**config.mk**
```make
export PLATFORM = sky130hd
export DESIGN_NAME = vic_top
export DESIGN_NICKNAME = d
export VERILOG_FILES = /design/src/rtl/vic_pkg.sv /design/src/rtl/vic_top.sv
export VERILOG_INCLUDE_DIRS = /design/src /design/src/rtl
export SDC_FILE = /design/constraint.sdc
export NUM_CORES = 2
export LEC_CHECK = 0
export BUFFER_PORTS_ARGS = -buffer_cell sky130_fd_sc_hd__buf_2
export CAP_MARGIN = 20
export CORE_ASPECT_RATIO = 0.9
export CORE_UTILIZATION = 33
export CTS_CLUSTER_SIZE = 14
export DETAILED_ROUTE_END_ITERATION = 12
export PLACE_DENSITY = 0.49
export SYNTH_ARGS = -nofsm -noshare
export SYNTH_HDL_FRONTEND = slang
export SYNTH_SLANG_ARGS = --single-unit
```
**constraint.sdc**
```tcl
create_clock -name clk -period 163.6 [get_ports clk]
set_clock_uncertainty 0.05 [all_clocks]
set_input_delay 8.18 -clock clk [delete_from_list [all_inputs] [get_ports clk]]
set_output_delay 8.18 -clock clk [all_outputs]
set_load 0.005 [all_outputs]
```
**src/rtl/vic_cfg.svh**
```systemverilog
/*
  vectored interrupt controller: offsets, field positions, reset values and cycle counts.
  assumes a 16-bit register port with an 8-bit word address.
*/
`ifndef VIC_CFG_SVH
`define VIC_CFG_SVH

`define VIC_NUM_IRQ       180
`define VIC_FLAG_REGS     12
`define VIC_PRIO_REGS     45
`define VIC_IRQ_SLOTS     192
`define VIC_NUM_TRAPS     6
`define VIC_VEC_OFFSET    8
`define VIC_ADDR_FLAG0    8'h00
`define VIC_ADDR_EN0      8'h10
`define VIC_ADDR_PRIO0    8'h20
`define VIC_ADDR_CTL2     8'h50
`define VIC_ADDR_STATUS   8'h51
`define VIC_CTL2_ALT_BIT  8
`define VIC_CTL2_RST      16'h0000
`define VIC_IVT_START     24'h00_0004
`define VIC_RESET_ADDR    24'h00_0000
`define VIC_PAGE_WORDS    24'h00_0800
`define VIC_USER_CEIL     4'h7
`define VIC_SOFT_SLOT     8'h06
`define VIC_RET_CYC       3'h3
`define VIC_ENTRY_CYC     3

`endif

```
**src/rtl/vic_pkg.sv**
```systemverilog
/*
  vectored interrupt controller types: sequencer states and grouped signals.
  assumes vic_cfg.svh is compiled alongside for the numeric constants.
*/
package vic_pkg;

  typedef enum logic [2:0] {VIC_IDLE, VIC_FETCH, VIC_LOAD, VIC_ENTER, VIC_RETURN} vic_state_t;

  typedef struct packed {
    logic [3:0] level;
    logic [7:0] accepted_vector_number;
  } vic_accept_t;

  typedef struct packed {
    logic        boot_segment_defined;
    logic        alt_table_disable_config;
    logic [12:0] boot_segment_limit;
    logic [1:0]  boot_segment_protect;
  } vic_boot_cfg_t;

  typedef struct packed {
    logic [7:0]  addr;
    logic [15:0] wdata;
    logic        wr;
    logic        rd;
  } vic_reg_req_t;

endpackage

```
**src/rtl/vic_top.sv**
```systemverilog
/*
  vectored interrupt controller: request flags, enables, priority fields, arbitration,
  vector fetch from primary or alternate table and dispatch to the core.
  assumes one 25 MHz clock, synchronous inputs and a program memory answering one cycle
  after its read strobe.
*/
// The register offsets and the strobed register port were left to the implementer.
`timescale 1ns/1ps
`include "vic_cfg.svh"

module vic_top (
  input  wire logic                  clk,
  input  wire logic                  sys_rst,
  input  wire vic_pkg::vic_reg_req_t reg_req,
  output logic [15:0]                reg_rdata,
  input  wire logic [191:0]          irq_line,
  input  wire logic [5:0]            trap_req,
  input  wire vic_pkg::vic_boot_cfg_t boot_cfg,
  input  wire logic [3:0]            cpu_priority_level,
  output logic                       cpu_irq_req,
  input  wire logic                  cpu_ack,
  input  wire logic                  cpu_return,
  output logic [23:0]                vec_fetch_addr,
  output logic                       vec_fetch_rd,
  output logic [1:0]                 vec_fetch_prot,
  input  wire logic [23:0]           vec_fetch_data,
  output logic                       branch_valid,
  output logic [23:0]                branch_addr,
  output logic                       return_done,
  output vic_pkg::vic_accept_t       accepted_request_status
);
  import vic_pkg::*;

  function automatic logic irq_impl(input int n);
    unique case (n)
      0, 1, 2, 3, 7, 8, 9, 10, 11, 12, 13, 15, 16, 17, 18, 19, 20, 29, 57, 65, 73,
      94, 95, 96, 103, 110, 111, 112, 113, 114, 115, 116, 117,
      151, 152, 153, 154, 157, 173, 177, 178, 179: irq_impl = 1'b1;
      default: irq_impl = 1'b0;
    endcase
  endfunction

  function automatic logic [3:0] trap_level(input int j);
    unique case (j)
      0: trap_level = 4'hE;
      1: trap_level = 4'hD;
      2: trap_level = 4'hD;
      3: trap_level = 4'hC;
      4: trap_level = 4'hB;
      default: trap_level = 4'h9;
    endcase
  endfunction

  logic [15:0]   flag_q [`VIC_FLAG_REGS];
  logic [15:0]   en_q [`VIC_FLAG_REGS];
  logic [15:0]   prio_q [`VIC_PRIO_REGS];
  logic [15:0]   ctl2_q;
  logic [191:0]  impl_mask;
  logic [191:0]  flag_all;
  logic [191:0]  en_all;
  logic [2:0]    prio_of [`VIC_NUM_IRQ];
  logic          usr_hit;
  logic [2:0]    usr_lvl;
  logic [7:0]    usr_idx;
  logic          trap_hit;
  logic [3:0]    trap_lvl;
  logic [7:0]    trap_slot;
  logic          win_valid;
  vic_accept_t   win;
  logic          alt_active;
  logic [23:0]   table_base;
  vic_state_t    state_q;
  logic [2:0]    ret_cnt_q;
  logic [15:0]   rdata_d;

  // implemented sources and per-source views of the packed registers
  for (genvar i = 0; i < `VIC_IRQ_SLOTS; i++) begin : g_mask
    assign impl_mask[i] = irq_impl(i);
    assign flag_all[i]  = flag_q[i / 16][i % 16];
    assign en_all[i]    = en_q[i / 16][i % 16];
  end
  for (genvar i = 0; i < `VIC_NUM_IRQ; i++) begin : g_prio
    assign prio_of[i] = prio_q[i / 4][4 * (i % 4) +: 3];
  end

  // flags: hardware set wins over a software write in the same cycle
  for (genvar r = 0; r < `VIC_FLAG_REGS; r++) begin : g_flag
    always_ff @(posedge clk) begin
      if (sys_rst) begin
        flag_q[r] <= '0;
      end else begin
        for (int b = 0; b < 16; b++) begin
          flag_q[r][b] <= impl_mask[16 * r + b] &
            (((reg_req.wr && reg_req.addr == 8'(`VIC_ADDR_FLAG0 + r)) ?
              reg_req.wdata[b] : flag_q[r][b]) | irq_line[16 * r + b]);
        end
      end
    end
    always_ff @(posedge clk) begin
      if (sys_rst) begin
        en_q[r] <= '0;
      end else if (reg_req.wr && reg_req.addr == 8'(`VIC_ADDR_EN0 + r)) begin
        en_q[r] <= reg_req.wdata & impl_mask[16 * r +: 16];
      end
    end
  end

  // priority fields, four 3-bit fields per register
  for (genvar p = 0; p < `VIC_PRIO_REGS; p++) begin : g_prio_reg
    always_ff @(posedge clk) begin
      if (sys_rst) begin
        prio_q[p] <= '0;
      end else if (reg_req.wr && reg_req.addr == 8'(`VIC_ADDR_PRIO0 + p)) begin
        prio_q[p] <= reg_req.wdata & 16'h7777;
      end
    end
  end

  always_ff @(posedge clk) begin
    if (sys_rst) begin
      ctl2_q <= `VIC_CTL2_RST;
    end else if (reg_req.wr && reg_req.addr == `VIC_ADDR_CTL2) begin
      ctl2_q <= reg_req.wdata & (16'h0001 << `VIC_CTL2_ALT_BIT);
    end
  end

  // user arbitration: strict compare keeps the lowest index among equal levels
  always_comb begin
    usr_hit = 1'b0;
    usr_lvl = 3'h0;
    usr_idx = 8'h00;
    for (int i = 0; i < `VIC_NUM_IRQ; i++) begin
      if (flag_all[i] && en_all[i] && impl_mask[i] && prio_of[i] > usr_lvl) begin
        usr_hit = 1'b1;
        usr_lvl = prio_of[i];
        usr_idx = 8'(i);
      end
    end
  end

  // traps: first slot above the cpu level wins, no mask
  always_comb begin
    trap_hit  = 1'b0;
    trap_lvl  = 4'h0;
    trap_slot = 8'h00;
    for (int j = `VIC_NUM_TRAPS - 1; j >= 0; j--) begin
      if (trap_req[j] && trap_level(j) > cpu_priority_level) begin
        trap_hit  = 1'b1;
        trap_lvl  = trap_level(j);
        trap_slot = (j == 5) ? `VIC_SOFT_SLOT : 8'(j);
      end
    end
  end

  always_comb begin
    win_valid = 1'b0;
    win       = '0;
    if (trap_hit) begin
      win_valid = 1'b1;
      win       = '{level: trap_lvl, accepted_vector_number: trap_slot};
    end else if (usr_hit && cpu_priority_level < `VIC_USER_CEIL &&
                 {1'b0, usr_lvl} > cpu_priority_level) begin
      win_valid = 1'b1;
      win       = '{level: {1'b0, usr_lvl}, accepted_vector_number: 8'(usr_idx + `VIC_VEC_OFFSET)};
    end
  end

  assign cpu_irq_req = win_valid && state_q == VIC_IDLE;

  // table base: alternate page only under all three conditions
  assign alt_active = boot_cfg.boot_segment_defined && boot_cfg.alt_table_disable_config &&
                      ctl2_q[`VIC_CTL2_ALT_BIT];
  assign table_base = alt_active ?
    24'((24'(boot_cfg.boot_segment_limit) - 24'h00_0001) * `VIC_PAGE_WORDS) : 24'h00_0000;

  // dispatch sequencer, fixed cycle counts for every source
  always_ff @(posedge clk) begin
    if (sys_rst) begin
      state_q   <= VIC_IDLE;
      ret_cnt_q <= '0;
    end else begin
      unique case (state_q)
        VIC_IDLE: begin
          if (cpu_ack && win_valid) begin
            state_q <= VIC_FETCH;
          end else if (cpu_return) begin
            state_q   <= VIC_RETURN;
            ret_cnt_q <= `VIC_RET_CYC;
          end
        end
        VIC_FETCH: state_q <= VIC_LOAD;
        VIC_LOAD: state_q <= VIC_ENTER;
        VIC_ENTER: state_q <= VIC_IDLE;
        VIC_RETURN: begin
          ret_cnt_q <= ret_cnt_q - 3'h1;
          if (ret_cnt_q == 3'h1) begin
            state_q <= VIC_IDLE;
          end
        end
      endcase
    end
  end

  always_ff @(posedge clk) begin
    if (sys_rst) begin
      accepted_request_status <= '0;
      vec_fetch_addr          <= '0;
      vec_fetch_rd            <= 1'b0;
    end else begin
      vec_fetch_rd <= 1'b0;
      if (state_q == VIC_IDLE && cpu_ack && win_valid) begin
        accepted_request_status <= win;
        vec_fetch_addr <= table_base + `VIC_IVT_START + {15'h0000, win.accepted_vector_number, 1'b0};
        vec_fetch_rd   <= 1'b1;
      end
    end
  end

  always_ff @(posedge clk) begin
    if (sys_rst) begin
      vec_fetch_prot <= 2'h0;
    end else begin
      vec_fetch_prot <= boot_cfg.boot_segment_protect;
    end
  end

  always_ff @(posedge clk) begin
    if (sys_rst) begin
      branch_addr  <= `VIC_RESET_ADDR;
      branch_valid <= 1'b0;
      return_done  <= 1'b0;
    end else begin
      branch_valid <= state_q == VIC_LOAD;
      return_done  <= state_q == VIC_RETURN && ret_cnt_q == 3'h1;
      if (state_q == VIC_LOAD) begin
        branch_addr <= vec_fetch_data;
      end
    end
  end

  // register read port, data one cycle after the strobe
  always_comb begin
    rdata_d = 16'h0000;
    for (int r = 0; r < `VIC_FLAG_REGS; r++) begin
      if (reg_req.addr == 8'(`VIC_ADDR_FLAG0 + r)) rdata_d = flag_q[r];
      if (reg_req.addr == 8'(`VIC_ADDR_EN0 + r)) rdata_d = en_q[r];
    end
    for (int p = 0; p < `VIC_PRIO_REGS; p++) begin
      if (reg_req.addr == 8'(`VIC_ADDR_PRIO0 + p)) rdata_d = prio_q[p];
    end
    if (reg_req.addr == `VIC_ADDR_CTL2) rdata_d = ctl2_q;
    if (reg_req.addr == `VIC_ADDR_STATUS) rdata_d = {4'h0, accepted_request_status};
  end

  always_ff @(posedge clk) begin
    if (sys_rst) begin
      reg_rdata <= '0;
    end else begin
      reg_rdata <= reg_req.rd ? rdata_d : 16'h0000;
    end
  end

  a_entry_latency: assert property (@(posedge clk) disable iff (sys_rst)
    (state_q == VIC_IDLE && cpu_ack && win_valid) |-> ##3 branch_valid)
    else $error("branch not three cycles after acceptance");
  a_fetch_addr: assert property (@(posedge clk) disable iff (sys_rst)
    vec_fetch_rd |-> vec_fetch_addr ==
      $past(table_base) + 24'h00_0004 + {15'h0000, accepted_request_status.accepted_vector_number, 1'b0})
    else $error("vector fetch address wrong");
  a_branch_data: assert property (@(posedge clk) disable iff (sys_rst)
    branch_valid |-> branch_addr == $past(vec_fetch_data))
    else $error("branch address not the fetched vector");
  a_user_ceiling: assert property (@(posedge clk) disable iff (sys_rst)
    (cpu_irq_req && !trap_hit) |-> cpu_priority_level < 4'h7)
    else $error("user request at cpu level seven");
  a_above_level: assert property (@(posedge clk) disable iff (sys_rst)
    cpu_irq_req |-> win.level > cpu_priority_level)
    else $error("request not above cpu level");
  a_accepted_vector_number_offset: assert property (@(posedge clk) disable iff (sys_rst)
    (cpu_irq_req && !trap_hit) |-> win.accepted_vector_number == usr_idx + 8'h08)
    else $error("vector number not request plus eight");
  a_reserved_quiet: assert property (@(posedge clk) disable iff (sys_rst)
    (flag_all & ~impl_mask) == 192'h0)
    else $error("reserved flag set");
  a_flag_set_wins: assert property (@(posedge clk) disable iff (sys_rst)
    (irq_line[0] && reg_req.wr && reg_req.addr == 8'h00) |=> flag_q[0][0])
    else $error("flag set lost against clear");
  a_status_latch: assert property (@(posedge clk) disable iff (sys_rst)
    (state_q == VIC_IDLE && cpu_ack && win_valid) |=> accepted_request_status == $past(win))
    else $error("accepted status not latched");
  a_alt_base: assert property (@(posedge clk) disable iff (sys_rst)
    !ctl2_q[8] |-> table_base == 24'h00_0000)
    else $error("alternate table without enable");
  a_return_latency: assert property (@(posedge clk) disable iff (sys_rst)
    (state_q == VIC_IDLE && cpu_return && !(cpu_ack && win_valid)) |-> ##4 return_done)
    else $error("return latency wrong");

  c_user_dispatch: cover property (@(posedge clk) cpu_ack && cpu_irq_req && !trap_hit);
  c_trap_dispatch: cover property (@(posedge clk) cpu_ack && cpu_irq_req && trap_hit);
  c_alt_table: cover property (@(posedge clk) vec_fetch_rd && alt_active);
  c_return: cover property (@(posedge clk) return_done);

endmodule

```
==> run metrics <==
result of the run finished, final reports clean; kind of start point of the critical path register; buffer cell driving the clock tree root sky130_fd_sc_hd__clkbuf_16; worst endpoint data arrival time 60580 ps; CP Data Required Time 155370 ps; Final Critical Period 68810 ps; number of failing hold endpoints at the final stage 0; compound-gate portion of the synthesized area 0.189; half-perimeter wire length after placement 107000 um; Die X 360 um; Clock Tree Buf Depth 3; Synth Area in Simple Gates 0.213; power density over the cells 11.3 mW/mm^2; number of remaining DRC errors 0; Filler Cell Count 11208; number of nets at the end of the flow 4283; most frequent cells in the layout sky130_fd_sc_hd__edfxtp_1 (582), sky130_fd_sc_hd__and3_1 (532), sky130_fd_sc_hd__nor2_1 (383); cts hold-fix bufs 0; Worst Max-Slew Pin Slew 1200 ps; post-synthesis mux area share 0.00766; total standard cell area after synthesis 0.0381 sq mm; portion of the post-synthesis area used by sequential elements 0.526; floorplan core area 0.114 sq mm; Max Freq 14.5 MHz; fraction of power consumed by combinational cells 0.174; final period utilization 0.421; cell count after placement 5356; wire length of the first global-routing pass 222000 um; die extent in y 324 um; setup-violating endpoint count in the final report 0; GR Overflow Total 0; Post-Route Utilization 0.382; Sw Share 0.294; drt first-iter violations 4365; vias in the first global route 30081; most common library cell in the layout ignoring fill and taps sky130_fd_sc_hd__edfxtp_1; mean cell area of the mapped netlist 9.90 sq um; largest driver fanout on the critical path 9; post-synthesis xor/xnor area fraction 0.00391; post-cts gate resize count 0; net switching power 0.000144 W; H-Tree Level Count 3; Int Power 0.000346 W; number of buffers added on ports 202; count of non-filler cells in the finished layout 5507; Clock power frac 0.392; Post-Layout Inst Area 0.0434 sq mm; final RePlAce weighted congestion 0.936; Post-Route WL 157000 um; total leakage power 17.9 nW; RSZ-0062 raised after global routing no; number of buffers created by CTS 83; hold path start vec_fetch_addr[19]; combinational family with the most area after synthesis simple AND/OR/NAND/NOR gates; number of synthesized flops with an enable pin 582; gr usage total 0.260; kind of capture point of the worst setup path primary output; count of clock tree sinks 709; Worst slew margin 0.194; vias per cell 6.02; die area 0.117 sq mm; Sequential Power Share 0.434; Top Ports 355; path type of the worst min-delay path register to register; Initial Util 0.335; largest net degree at the start of global routing 130; Post-Syn Instances 3845; signed area change from the synthesized netlist to the final layout 14.1%; r2r startpoint flag_q[0][0]; share of synthesized flip-flops with an asynchronous set or reset 0; worst setup path startpoint flag_q[0][0]; vias 33136; # rows 117; Slowest-stage cell, CP sky130_fd_sc_hd__o31ai_1; setup TNS 0 ps; post-DR wirelength/cell 28.6 um; total count of max-transition violations in the final report 0; largest voltage drop on the vdd net 6.83 uV; post-CTS setup buffer count 0; Synth Register Bits 709; CTS clock-pin slew for the worst setup and hold paths 50 ps; clock insertion delay at the later pin of the skew report 680 ps; stage delay of the slowest cell on the critical path 790 ps; count of warnings emitted by yosys 0; remaining number of nets flagged by the antenna check after routing 0; number of antenna violations at the first check in global routing 11; count of cell types in the netlist 97; layout cell share with drive strength beyond 1 0.124; dominant register cell in the synthesized netlist sky130_fd_sc_hd__edfxtp_1; max-capacitance violation count 0; category of the most critical setup path register to primary output; first drt pass iteration count 6; Total Power 0.000490 W; instance area after placement 0.0407 sq mm; TritonCTS clock tree yes; Synth Area in Adders 0.0210
[sequential cells by signal, summed over array words and instances (netlist names), 2 cells and up]
signal	cells
prio_q	540
en_q	42
flag_q	42
branch_addr	24
vec_fetch_addr	21
reg_rdata	16
accepted_request_status	12
ret_cnt_q	3
state_q	3
vec_fetch_prot	2
[per-layer routing]
metal / GRT usage / part of all wire / up-vias
met3: 0.0392 / 0.087 / 212
met2: 0.390 / 0.43 / 1611
met1: 0.384 / 0.45 / 16472
met4: 0.0750 / 0.028 / 2
met5: 0 / 0.000051 / -
li1: - / - / 14839
[worst max-delay path: cells and delay by family, from the launching register on]
kind | cells | cell delay, ps
AO/OA/AOI/OAI | 116 | 28050
adder cells (fa/ha/maj) | 51 | 14860
buffers and inverters | 9 | 840
flip-flops | 1 | 480
multiplexers | 8 | 2390
AND/OR/NAND/NOR | 93 | 13210
[power groups by stage]
stage | Clock [W] | Sequential [W] | Combinational, W
6_report | 0.000192 | 0.000213 | 0.0000852
2_1_floorplan | 0 | 0.000212 | 0.0000556
3_3_place_gp | 0 | 0.000216 | 0.0000828
5_1_grt | 0.000200 | 0.000213 | 0.0000926
4_1_cts | 0.000194 | 0.000212 | 0.0000837
3_5_place_dp | 0 | 0.000216 | 0.0000831
[synth_stat cells (76+ instances only)]
cell,number,area share
sky130_fd_sc_hd__inv_1,114,0.011
sky130_fd_sc_hd__dfxtp_1,127,0.067
sky130_fd_sc_hd__nor2_1,386,0.038
sky130_fd_sc_hd__nand2_1,360,0.035
sky130_fd_sc_hd__a22oi_1,78,0.015
sky130_fd_sc_hd__nand3_1,105,0.014
sky130_fd_sc_hd__o21ai_0,128,0.017
sky130_fd_sc_hd__a21o_1,76,0.015
sky130_fd_sc_hd__clkbuf_1,272,0.027
sky130_fd_sc_hd__edfxtp_1,582,0.46
sky130_fd_sc_hd__a21oi_1,189,0.025
sky130_fd_sc_hd__and3_1,532,0.087
[per-stage QoR]
| stage | worst slack, ps | hold slack (ps) |
|---|---|---|
| after floorplan | 105540 | 391 |
| after global placement | 96730 | 387 |
| after detailed placement | 96670 | 390 |
| after CTS | 95570 | 398 |
| after global routing | 90120 | 414 |
| final | 94790 | 394 |
[final timing paths]
check / to / slack, ps / depth (start not counted)
min reg2reg: vec_fetch_addr[19] / 390 / 2
max reg2reg: vec_fetch_addr[6] / 102510 / 280
min: vec_fetch_addr[19] / 390 / 2
max: cpu_irq_req / 94790 / 277
[layout make-up]
type                            instances  area, sq um  share of cell area
Tap cell                             1487         1860              0.0428
Sequential cell                       709        20000               0.461
Timing Repair Buffer                  308         1840              0.0423
Clock buffer                          105         2200              0.0507
Multi-Input combinational cell       2739        16600               0.382
Antenna cell                            3         7.51            0.000173
Inverter                              114          428             0.00985
Clock inverter                         42          502              0.0115
[cell families after synthesis]
family          after synthesis
xor+xnor                     17
other cells                   1
mux                          28
flops                       709
compound gates             1008
buf+inv                     398
fa+ha+maj                    66
simple gates               1618
No activity file was read; power rests on OpenSTA's default activity.
